**src/hw/sltx_consts.svh**
```systemverilog
`ifndef SLTX_CONSTS_SVH
`define SLTX_CONSTS_SVH

// lanes built into the output port
`define SLTX_LANES 2
// control characters, as the octet fed to the encoder with k set
`define SLTX_K28_0 8'h1c
`define SLTX_K28_3 8'h7c
`define SLTX_K28_4 8'h9c
`define SLTX_K28_5 8'hbc
`define SLTX_K28_7 8'hfc
// index of the last alignment multiframe, counted from zero
`define SLTX_ILAS_MF_LAST 2'h3
// bounds on frames per multiframe, the 17 and 1024 applying to F times K
`define SLTX_KF_MIN 17
`define SLTX_K_MAX 256
`define SLTX_KF_MAX 1024
// scrambler seed after reset
`define SLTX_SCR_SEED 15'h7fff

`endif

```
**src/hw/sltx_pkg.sv**
```systemverilog
package sltx_pkg;
  `include "sltx_consts.svh"

  typedef enum logic [3:0] {
    S_CGS  = 4'b0001,
    S_WAIT = 4'b0010,
    S_ILAS = 4'b0100,
    S_DATA = 4'b1000
  } sltx_state_t;

  typedef struct packed {
    logic [1:0] lanes;
    logic [2:0] f;
    logic [8:0] k;
    logic enc66;
  } sltx_mode_t;

  typedef struct packed {
    logic [14:0] scramble_enable;
    logic rd;
    logic [7:0] prev_last;
    logic [7:0] oct;
    logic isk;
    logic [9:0] chr;
  } sltx_lane_t;

  typedef struct packed {
    sltx_state_t state;
    logic sync_m;
    logic sync_s;
    logic sync_d;
    logic sref_m;
    logic sref_s;
    logic sref_d;
    logic [2:0] oct_cnt;
    logic [8:0] frm_cnt;
    logic [1:0] ilas_mf;
    logic phase;
    logic [7:0] lo_hold;
    logic lmfc;
    logic link_up;
    sltx_lane_t [`SLTX_LANES-1:0] lane;
  } sltx_st_t;

  // predefined transport modes: lanes, octets per frame, frames per multiframe
  localparam sltx_mode_t SLTX_MODES [4] = '{
    '{lanes: 2'd2, f: 3'd1, k: 9'd32, enc66: 1'b0},
    '{lanes: 2'd1, f: 3'd2, k: 9'd32, enc66: 1'b0},
    '{lanes: 2'd2, f: 3'd2, k: 9'd16, enc66: 1'b0},
    '{lanes: 2'd1, f: 3'd4, k: 9'd16, enc66: 1'b0}
  };
endpackage

```
**src/hw/sltx_stream_if.sv**
```systemverilog
`timescale 1ns/1ps
interface sltx_stream_if #(parameter int WIDTH = 16);
  logic [WIDTH-1:0] data;
  logic valid;
  logic ready;
  modport src (output data, output valid, input ready);
  modport snk (input data, input valid, output ready);
endinterface

```
**src/hw/sltx_top.sv**
```systemverilog
// Summary of operation
// data is packed into octets, F octets form a frame, frames spread over L lanes.
// N-bit samples ride as N-prime-bit fields, S per converter per frame, M converters.
// one transport mode select value fixes lanes, octets per frame and K.
// 8b/10b scrambles only with scramble enable; 64b/66b would always scramble.
// scrambling acts on each octet before the 10-bit encoder.
// the alignment sequence is never scrambled.
// each octet becomes a DC-balanced 10-bit character tracking running disparity.
// K lies between ceil(17/F) and min(256, floor(1024/F)), same at both ends.
// SYSREF resets the local multiframe counter to a fixed phase.
// multiframe clock equals line bit rate over 10 times F times K.
// a continuous SYSREF runs at the multiframe rate or an integer division.
// while SYNC is low every lane sends K28.5 continuously.
// receiver pulls SYNC low, locks on four K28.5, releases at multiframe edge.
// after SYNC rises, wait for the next multiframe edge before alignment sequence.
// alignment sequence is four multiframes, each opens K28.0 and closes K28.3.
// the second alignment multiframe carries the link configuration.
// receiver buffers from first K28.0 and releases all lanes together.
// unscrambled, a repeated frame-last octet becomes K28.7, or K28.3 at multiframe end.
// unscrambled, receiver replaces alignment characters with the previous frame's last octet.
// scrambled, frame-last 0xFC becomes K28.7, multiframe-last 0x7C becomes K28.3.
// scrambled, receiver maps K28.7 back to 0xFC and K28.3 to 0x7C.
// on misalignment receiver should pull SYNC low and SYSREF be reissued.
// SYNC dropping during data returns the lanes to K28.5 until the handshake ends.
`timescale 1ns/1ps
`include "sltx_consts.svh"
module sltx_top import sltx_pkg::*; #(
  parameter int FIFO_DEPTH = 4
) (
  // clock and reset
  input wire logic clk_sys_i,
  input wire logic rst_i,
  // converter samples, 16-bit fields, upper octet first
  input wire logic [15:0] sample_i,
  input wire logic sample_valid_i,
  output logic sample_ready_o,
  // configuration
  input wire logic [1:0] transport_mode_select_i,
  input wire logic scramble_enable_i,
  // link pins
  input wire logic sync_n_i,
  input wire logic sysref_i,
  // lane characters, lane 0 in the low ten bits, bit 9 sent first
  output logic [`SLTX_LANES*10-1:0] lane_char_o,
  // status
  output logic lmfc_o,
  output logic link_up_o
);

  //////////////////////////////////////////////////////////////////////////////
  localparam logic [5:0] C6 [32] = '{
    6'b100111, 6'b011101, 6'b101101, 6'b110001, 6'b110101, 6'b101001, 6'b011001, 6'b111000,
    6'b111001, 6'b100101, 6'b010101, 6'b110100, 6'b001101, 6'b101100, 6'b011100, 6'b010111,
    6'b011011, 6'b100011, 6'b010011, 6'b110010, 6'b001011, 6'b101010, 6'b011010, 6'b111010,
    6'b110011, 6'b100110, 6'b010110, 6'b110110, 6'b001110, 6'b101110, 6'b011110, 6'b101011
  };
  localparam logic [3:0] C4D [8] = '{
    4'b1011, 4'b1001, 4'b0101, 4'b1100, 4'b1101, 4'b1010, 4'b0110, 4'b1110
  };
  localparam logic [3:0] C4K [8] = '{
    4'b1011, 4'b0110, 4'b1010, 4'b1100, 4'b1101, 4'b0101, 4'b1001, 4'b0111
  };

  // returns {running disparity after, abcdei, fghj}; rd low means negative
  function automatic logic [10:0] enc8b10b(input logic [7:0] d, input logic k,
                                           input logic rd);
    logic [5:0] c6;
    logic [3:0] c4;
    logic rd6;
    logic alt7;
    c6 = k ? 6'b001111 : C6[d[4:0]];
    if (rd && (($countones(c6) != 3) || (!k && d[4:0] == 5'h07))) begin
      c6 = ~c6;
    end
    rd6 = ($countones(c6) != 3) ? ~rd : rd;
    // alternate x.7 avoids a run of five equal bits across the boundary
    alt7 = (!rd6 && (d[4:0] == 5'h11 || d[4:0] == 5'h12 || d[4:0] == 5'h14)) ||
           (rd6 && (d[4:0] == 5'h0b || d[4:0] == 5'h0d || d[4:0] == 5'h0e));
    c4 = k ? C4K[d[7:5]] : C4D[d[7:5]];
    if (!k && d[7:5] == 3'h7 && alt7) begin
      c4 = 4'b0111;
    end
    if (rd6 && (($countones(c4) != 2) || d[7:5] == 3'h3 || k)) begin
      c4 = ~c4;
    end
    enc8b10b = {(($countones(c4) != 2) ? ~rd6 : rd6), c6, c4};
  endfunction

  // self-synchronous 1 + x^14 + x^15, msb first
  function automatic logic [22:0] scr8(input logic [7:0] d, input logic [14:0] s);
    logic [14:0] st;
    logic [7:0] o;
    logic b;
    st = s;
    o = '0;
    for (int j = 7; j >= 0; j--) begin
      b = d[j] ^ st[14] ^ st[13];
      o[j] = b;
      st = {st[13:0], b};
    end
    scr8 = {st, o};
  endfunction

  //////////////////////////////////////////////////////////////////////////////
  sltx_stream_if #(.WIDTH(16)) smp_if ();

  sltx_fifo #(
    .WIDTH(16),
    .DEPTH(FIFO_DEPTH)
  ) u_fifo (
    .clk_sys_i(clk_sys_i),
    .rst_i(rst_i),
    .in_data_i(sample_i),
    .in_valid_i(sample_valid_i),
    .in_ready_o(sample_ready_o),
    .out_if(smp_if.src)
  );

  //////////////////////////////////////////////////////////////////////////////
  sltx_st_t st_ff;
  sltx_st_t nxt_st;
  sltx_mode_t cfg;
  logic scr_on;
  logic sync_rise;
  logic sref_rise;
  logic at_first;
  logic at_flast;
  logic at_last;
  logic pop;
  logic [15:0] smp;
  logic [7:0] lane_in [`SLTX_LANES];
  logic [9:0] idx;
  logic [7:0] oct;
  logic [7:0] scr_d;
  logic [14:0] scr_s;
  logic k;
  logic [10:0] code;

  always_comb begin
    nxt_st = st_ff;
    oct = '0;
    k = 1'b0;
    scr_d = '0;
    scr_s = '0;
    code = '0;
    cfg = SLTX_MODES[transport_mode_select_i];
    scr_on = scramble_enable_i | cfg.enc66;

    nxt_st.sync_m = sync_n_i;
    nxt_st.sync_s = st_ff.sync_m;
    nxt_st.sync_d = st_ff.sync_s;
    nxt_st.sref_m = sysref_i;
    nxt_st.sref_s = st_ff.sref_m;
    nxt_st.sref_d = st_ff.sref_s;
    sync_rise = st_ff.sync_s & ~st_ff.sync_d;
    sref_rise = st_ff.sref_s & ~st_ff.sref_d;

    // one character per clock per lane, so F*K clocks make one multiframe
    at_first = (st_ff.oct_cnt == '0) && (st_ff.frm_cnt == '0);
    at_flast = (st_ff.oct_cnt == 3'(cfg.f - 3'd1));
    at_last = at_flast && (st_ff.frm_cnt == 9'(cfg.k - 9'd1));
    if (sref_rise) begin
      nxt_st.oct_cnt = '0;
      nxt_st.frm_cnt = '0;
    end else if (at_flast) begin
      nxt_st.oct_cnt = '0;
      nxt_st.frm_cnt = at_last ? '0 : 9'(st_ff.frm_cnt + 9'd1);
    end else begin
      nxt_st.oct_cnt = 3'(st_ff.oct_cnt + 3'd1);
    end
    nxt_st.lmfc = at_first;

    case (st_ff.state)
      S_CGS: begin
        if (sync_rise) begin
          nxt_st.state = S_WAIT;
        end
      end
      S_WAIT: begin
        if (at_last) begin
          nxt_st.state = S_ILAS;
          nxt_st.ilas_mf = '0;
        end
      end
      S_ILAS: begin
        if (at_last) begin
          if (st_ff.ilas_mf == `SLTX_ILAS_MF_LAST) begin
            nxt_st.state = S_DATA;
            nxt_st.link_up = 1'b1;
            nxt_st.phase = 1'b0;
          end else begin
            nxt_st.ilas_mf = 2'(st_ff.ilas_mf + 2'd1);
          end
        end
      end
      S_DATA: begin
        nxt_st.phase = (cfg.lanes == 2'd1) ? ~st_ff.phase : 1'b0;
      end
      default: begin
        nxt_st.state = S_CGS;
      end
    endcase
    if (!st_ff.sync_s) begin // see R12
      nxt_st.state = S_CGS;
      nxt_st.link_up = 1'b0;
    end

    // transport: a 16-bit field is two octets; one lane takes two clocks for it
    pop = (st_ff.state == S_DATA) && ((cfg.lanes == 2'd2) || !st_ff.phase);
    smp = smp_if.valid ? smp_if.data : 16'h0000;
    if (pop) begin
      nxt_st.lo_hold = smp[7:0];
    end
    lane_in[0] = (cfg.lanes == 2'd1 && st_ff.phase) ? st_ff.lo_hold : smp[15:8];
    lane_in[1] = smp[7:0];

    idx = 10'(10'(st_ff.frm_cnt) * 10'(cfg.f) + 10'(st_ff.oct_cnt));
    for (int i = 0; i < `SLTX_LANES; i++) begin
      k = 1'b1;
      oct = `SLTX_K28_5;
      if (i >= int'(cfg.lanes)) begin
        oct = `SLTX_K28_5;
      end else if (st_ff.state == S_ILAS) begin
        // never scrambled: the scrambler state is left alone here
        k = 1'b0;
        oct = idx[7:0];
        if (idx == '0) begin
          k = 1'b1;
          oct = `SLTX_K28_0;
        end else if (at_last) begin
          k = 1'b1;
          oct = `SLTX_K28_3;
        end else if (st_ff.ilas_mf == 2'd1 && idx == 10'd1) begin
          k = 1'b1;
          oct = `SLTX_K28_4;
        end else if (st_ff.ilas_mf == 2'd1 && idx < 10'd8) begin
          case (idx[2:0])
            3'd2: oct = 8'(cfg.lanes - 2'd1);
            3'd3: oct = 8'(cfg.f - 3'd1);
            3'd4: oct = 8'(cfg.k - 9'd1);
            3'd5: oct = {6'h00, transport_mode_select_i};
            3'd6: oct = {scr_on, 6'h00, 1'(i)};
            default: oct = 8'h00;
          endcase
        end
      end else if (st_ff.state == S_DATA) begin
        k = 1'b0;
        oct = lane_in[i];
        if (scr_on) begin
          {scr_s, scr_d} = scr8(lane_in[i], st_ff.lane[i].scramble_enable);
          nxt_st.lane[i].scramble_enable = scr_s;
          oct = scr_d;
        end
        if (at_flast) begin
          nxt_st.lane[i].prev_last = oct;
          if (scr_on) begin
            k = (oct == `SLTX_K28_7) || (at_last && oct == `SLTX_K28_3);
          end else if (oct == st_ff.lane[i].prev_last) begin
            k = 1'b1;
            oct = at_last ? `SLTX_K28_3 : `SLTX_K28_7;
          end
        end
      end
      code = enc8b10b(oct, k, st_ff.lane[i].rd);
      nxt_st.lane[i].rd = code[10];
      nxt_st.lane[i].chr = code[9:0];
      nxt_st.lane[i].oct = oct;
      nxt_st.lane[i].isk = k;
    end
  end

  assign smp_if.ready = pop;

  always_ff @(posedge clk_sys_i) begin
    if (rst_i) begin
      st_ff <= '0;
      st_ff.state <= S_CGS;
      for (int i = 0; i < `SLTX_LANES; i++) begin
        st_ff.lane[i].scramble_enable <= `SLTX_SCR_SEED;
      end
    end else begin
      st_ff <= nxt_st;
    end
  end

  //////////////////////////////////////////////////////////////////////////////
  for (genvar g = 0; g < `SLTX_LANES; g++) begin : g_out
    assign lane_char_o[g*10 +: 10] = st_ff.lane[g].chr;
  end
  assign lmfc_o = st_ff.lmfc;
  assign link_up_o = st_ff.link_up;

  //////////////////////////////////////////////////////////////////////////////
  property p_cgs_comma;
    @(posedge clk_sys_i) disable iff (rst_i)
      (st_ff.state == S_CGS) |=> (st_ff.lane[0].isk && st_ff.lane[0].oct == `SLTX_K28_5);
  endproperty
  a_cgs_comma: assert property (p_cgs_comma) else $error("no comma during sync");

  property p_sync_drop;
    @(posedge clk_sys_i) disable iff (rst_i)
      (st_ff.link_up && !st_ff.sync_s) |=> (st_ff.state == S_CGS) ##1 (!st_ff.link_up)[*2];
  endproperty
  a_sync_drop: assert property (p_sync_drop) else $error("data kept after sync low");

  property p_ilas_start;
    @(posedge clk_sys_i) disable iff (rst_i)
      (st_ff.state == S_ILAS && $past(st_ff.state) == S_WAIT)
        |-> (st_ff.oct_cnt == 3'd0 && st_ff.frm_cnt == 9'd0);
  endproperty
  a_ilas_start: assert property (p_ilas_start) else $error("ilas off multiframe edge");

  property p_ilas_open;
    @(posedge clk_sys_i) disable iff (rst_i)
      (st_ff.state == S_ILAS && at_first && st_ff.sync_s)
        |=> (st_ff.lane[0].isk && st_ff.lane[0].oct == `SLTX_K28_0);
  endproperty
  a_ilas_open: assert property (p_ilas_open) else $error("multiframe not opened by K28.0");

  property p_ilas_len;
    @(posedge clk_sys_i) disable iff (rst_i)
      $rose(st_ff.link_up) |-> ($past(st_ff.ilas_mf) == 2'd3 && $past(st_ff.state) == S_ILAS);
  endproperty
  a_ilas_len: assert property (p_ilas_len) else $error("ilas length wrong");

  property p_ilas_plain;
    @(posedge clk_sys_i) disable iff (rst_i)
      (st_ff.state == S_ILAS) |=> $stable(st_ff.lane[0].scramble_enable);
  endproperty
  a_ilas_plain: assert property (p_ilas_plain) else $error("ilas was scrambled");

  property p_scr_off;
    @(posedge clk_sys_i) disable iff (rst_i)
      (st_ff.state == S_DATA && !scr_on) |=> $stable(st_ff.lane[0].scramble_enable);
  endproperty
  a_scr_off: assert property (p_scr_off) else $error("scrambler ran while disabled");

  property p_sysref;
    @(posedge clk_sys_i) disable iff (rst_i)
      sref_rise |=> (st_ff.oct_cnt == 3'd0 && st_ff.frm_cnt == 9'd0) ##1 st_ff.lmfc;
  endproperty
  a_sysref: assert property (p_sysref) else $error("sysref did not reset phase");

  // a sysref edge may legally restart the multiframe early, so it drops the attempt
  property p_lmfc_gap;
    @(posedge clk_sys_i) disable iff (rst_i || sref_rise)
      st_ff.lmfc |=> (!st_ff.lmfc)[*8];
  endproperty
  a_lmfc_gap: assert property (p_lmfc_gap) else $error("multiframe clock too fast");

  property p_k_range;
    @(posedge clk_sys_i) disable iff (rst_i)
      1'b1 |-> (int'(cfg.k) * int'(cfg.f) >= `SLTX_KF_MIN && int'(cfg.k) <= `SLTX_K_MAX &&
                int'(cfg.k) * int'(cfg.f) <= `SLTX_KF_MAX);
  endproperty
  a_k_range: assert property (p_k_range) else $error("K out of range");
endmodule

```
**src/hw/sltx_fifo.sv**
```systemverilog
`timescale 1ns/1ps
module sltx_fifo #(
  parameter int WIDTH = 16,
  parameter int DEPTH = 4
) (
  // clock and reset
  input wire logic clk_sys_i,
  input wire logic rst_i,
  // fill side
  input wire logic [WIDTH-1:0] in_data_i,
  input wire logic in_valid_i,
  output logic in_ready_o,
  // drain side
  sltx_stream_if.src out_if
);
  localparam int AW = (DEPTH > 1) ? $clog2(DEPTH) : 1;

  typedef struct packed {
    logic [AW-1:0] wr_ptr;
    logic [AW-1:0] rd_ptr;
    logic [AW:0] count;
    logic in_ready;
  } sltx_fifo_st_t;

  sltx_fifo_st_t st_ff;
  sltx_fifo_st_t nxt_st;
  logic [WIDTH-1:0] mem [DEPTH];
  logic push;
  logic pop;

  function automatic logic [AW-1:0] bump(input logic [AW-1:0] p);
    bump = (p == AW'(DEPTH - 1)) ? '0 : AW'(p + 1'b1);
  endfunction

  always_comb begin
    nxt_st = st_ff;
    push = in_valid_i & st_ff.in_ready;
    pop = out_if.ready & (st_ff.count != '0);
    if (push) begin
      nxt_st.wr_ptr = bump(st_ff.wr_ptr);
    end
    if (pop) begin
      nxt_st.rd_ptr = bump(st_ff.rd_ptr);
    end
    nxt_st.count = (AW+1)'(st_ff.count + {{AW{1'b0}}, push} - {{AW{1'b0}}, pop});
    // registered ready keeps the source from seeing a combinational path
    nxt_st.in_ready = (nxt_st.count < (AW+1)'(DEPTH));
  end

  always_ff @(posedge clk_sys_i) begin
    if (rst_i) begin
      st_ff <= '0;
      st_ff.in_ready <= 1'b1;
    end else begin
      st_ff <= nxt_st;
    end
  end

  always_ff @(posedge clk_sys_i) begin
    if (push) begin
      mem[st_ff.wr_ptr] <= in_data_i;
    end
  end

  assign in_ready_o = st_ff.in_ready;
  assign out_if.data = mem[st_ff.rd_ptr];
  assign out_if.valid = (st_ff.count != '0);
endmodule

```
**config.mk**
```make
export PLATFORM = sky130hd
export DESIGN_NAME = sltx_top
export DESIGN_NICKNAME = d
export VERILOG_FILES = /design/src/hw/sltx_pkg.sv /design/src/hw/sltx_stream_if.sv /design/src/hw/sltx_top.sv /design/src/hw/sltx_fifo.sv
export VERILOG_INCLUDE_DIRS = /design/src /design/src/hw
export SDC_FILE = /design/constraint.sdc
export NUM_CORES = 1
export LEC_CHECK = 0
export CORE_UTILIZATION = 28
export DETAILED_ROUTE_END_ITERATION = 12
export DONT_BUFFER_PORTS = 1
export GPL_TIMING_DRIVEN = 1
export SLEW_MARGIN = 5
export SYNTH_ARGS = -nofsm -noshare
export SYNTH_HDL_FRONTEND = slang
export SYNTH_SLANG_ARGS = --single-unit
```
**constraint.sdc**
```tcl
create_clock -name clk_sys_i -period 40.1 [get_ports clk_sys_i]
set_clock_uncertainty 0.15 [all_clocks]
set_input_delay 2.005 -clock clk_sys_i [delete_from_list [all_inputs] [get_ports clk_sys_i]]
set_output_delay 2.005 -clock clk_sys_i [all_outputs]
set_load 0.05 [all_outputs]
```
==> results by group <==
Outcome
  • Status: complete, no violations

Logic synthesis
  • Number of enable-type register cells in the synthesized netlist: 64
  • Number of instances in the synthesized netlist: 1366
  • Ys flop type: dfxtp_1
  • FF+latch count, synth: 177
  • Library cell with the largest summed area after synthesis: dfxtp_1
  • Top-area cell type share of the netlist area: 0.1795
  • Main area contributors after synthesis: dfxtp_1, edfxtp_1, ha_1
  • Sequential fraction of the synthesis area: 0.3320
  • Netlist cell types: 96
  • Ys async rst share: 0
  • Post-synthesis instance area: 12600 sq um
  • Count of warnings emitted by yosys: 0
  • Net count after synthesis: 1484
  • Mean cell area of the mapped netlist: 9.226 sq um

Hold path
  • Hold Crit Class: reg2reg

Placed design
  • Number of buffers inserted by port buffering: 0
  • Placer's final routability congestion estimate: 0.9282
  • HPWL reported at the end of detailed placement: 23720 microns
  • Pre-CTS setup slack: 23380 ps
  • Post-place instance area: 12990 sq um
  • Cell count after placement: 1878

Cells and area
  • Layout cell share with drive strength beyond 1: 0.07815
  • Most common cell after layout, fill and taps aside: nor2_1
  • Layout overhead on the synthesized area: 8.131%
  • Number of standard cells in the layout, taps in and fillers out: 1910
  • Number of filler cells placed in the layout: 4625
  • Final layout net count: 1423
  • Post-layout utilization of the core: 0.3075
  • Most frequent cells in the layout: nor2_1, dfxtp_1, nand2_1
  • Antenna diode instance count: 0
  • Combined flip-flop and latch cell area: 4184 sq um
  • Area of the multi-input gates: 7731 sq um
  • Total non-filler cell area in the finished layout: 13630 sq um

Die
  • Number of top-level pins: 47
  • Die Area: 45860 sq um
  • Initial Utilization: 0.2844
  • Area of the core: 44320 sq um
  • Placement row count: 77
  • Die span in x: 214.2 microns
  • Die Y-Extent: 214.2 microns

Detailed routing
  • Detailed router's first-iteration violation count: 780
  • Vias per Instance: 5.243
  • DR vias: 10010
  • Drc violations: 0
  • Average detailed-routed wire length per instance: 16.84 microns
  • Antenna Violating Nets Remaining: 0
  • Final WL: 32170 microns
  • Router iterations before antenna repair: 5

Clock tree
  • Maximum clock path buffer count: 2
  • Clock latency at the later pin of the worst-skew pair: 460 ps
  • TritonCTS clock tree: built
  • Count of buffers added by post-CTS timing repair for setup: 0
  • Total of cells resized after clock tree synthesis: 0
  • Num CTS Buffers: 17
  • TritonCTS Sinks: 177
  • Root cell of the clock tree: clkbuf_16
  • Number of levels in the clock H-tree: 4
  • Post-CTS clock slew at the launch and capture registers of the worst setup and hold paths: 70 ps
  • Quantity of hold-fixing buffers added after cts: 0

Critical path
  • Crit path DAT: 16470 ps
  • Type of element capturing the critical path: register
  • Category of cells accounting for the largest share of critical-path delay: adder cells
  • Maximum cell stage delay along the critical path: 660 ps
  • Required time of the worst setup path: 40300 ps
  • Startpoint type of the worst setup path: input pin
  • Count of buffer and inverter cells on the critical path: 6
  • Worst path slowest cell: o31ai_1
  • Crit Path Class: in2reg
  • Peak fanout along the critical path: 13

Timing
  • Setup repair after global routing missed its margin: false
  • Final number of hold-violating endpoints: 0
  • Min setup slack post-route: 23820 ps
  • Final Max Tran Viols: 0
  • Part of the cycle the worst path needs: 0.4059
  • Total setup violations reported at the end of the flow: 0
  • Minimum clock period after layout: 16280 ps
  • Worst max-slew margin expressed relative to the limit: 0.2553
  • Pin slew with the least headroom to its limit: 1113 ps
  • Timing-limited maximum frequency: 61.44 MHz
  • Final-layout setup total negative slack: 0 ps
  • Hold slack: 285.3 ps

Pwr
  • Total power: 0.6032 mW
  • Worst IR Drop VDD: 0.04809 mV
  • Lkg Pwr: 5.068 nW
  • Power density over cell area: 44.26 nW/um^2

GRT
  • Maximum number of pins on one net before global-route repair: 97
  • Via count of the first global-routing pass: 9506
  • Initial antenna violation count: 0
  • Total GRT Usage: 0.1414
  • Grt ovf: 0
  • First-pass GRT wire length: 52180 microns

Flow run
  • Count of max-cap constraint violations: 0
[final timing paths]
check | from | end | slack [ps] | cells after the start
worst max-delay path | transport_mode_select_i[0] | st_ff[27] | 23820 | 56
worst min-delay path | nxt_st[112] | nxt_st[111] | 290 | 1
worst max register to register | st_ff[99] | st_ff[27] | 25530 | 54
worst min register to register | nxt_st[112] | nxt_st[111] | 290 | 1
[layout make-up]
cell class,count,area share
Clock buffer,17,0.03122
Tap cell,592,0.05435
Sequential cell,177,0.3070
Inverter,64,0.01763
Clock inverter,15,0.01533
Timing Repair Buffer,13,0.007161
Multi-Input combinational cell,1032,0.5673
[metal layers]
metal	up-vias	GRT usage	wire length (microns)	part of all wire
met1	4871	0.1889	15050	0.47
met2	259	0.2318	14980	0.47
met5	-	0	0	0
li1	4856	-	-	-
met4	0	0.04048	414	0.013
met3	28	0.02596	1731	0.054
[synthesized netlist by cell type, types with 33 or more instances]
cell / n
nand3_1: 33
a21oi_1: 68
and3_1: 35
nor3_1: 36
o21ai_0: 37
xnor2_1: 66
ha_1: 72
inv_1: 63
dfxtp_1: 113
xor2_1: 35
nor2_1: 147
and2_1: 37
clkbuf_1: 52
a211o_1: 35
nand2_1: 76
edfxtp_1: 64
[state kept, by name, indices dropped and copies added (netlist names), named ones only]
register,count
link_up_o,1
nxt_st,4
lane_char_o,20
u_fifo.in_ready_o,1
u_fifo.mem,64
st_ff,77
lmfc_o,1
u_fifo.st_ff,7
[power breakdown]
group / switching, mW / internal (mW)
combinational: 0.116 / 0.0776
sequential: 0.0300 / 0.203
clock: 0.0894 / 0.0867
[logic make-up (layout without fill, tap and decap cells)]
group | Yosys count | count (layout) | synth area share
AND/OR/NAND/NOR | 466 | 466 | 0.1870
AO/OA/AOI/OAI | 333 | 333 | 0.1977
flip-flops | 177 | 177 | 0.3320
buffers and inverters | 157 | 109 | 0.05609
XOR/XNOR | 105 | 105 | 0.07734
adder cells (fa/ha/maj) | 96 | 96 | 0.1080
multiplexers | 32 | 32 | 0.04189
Note: power is estimated with default switching activity, not from simulation.
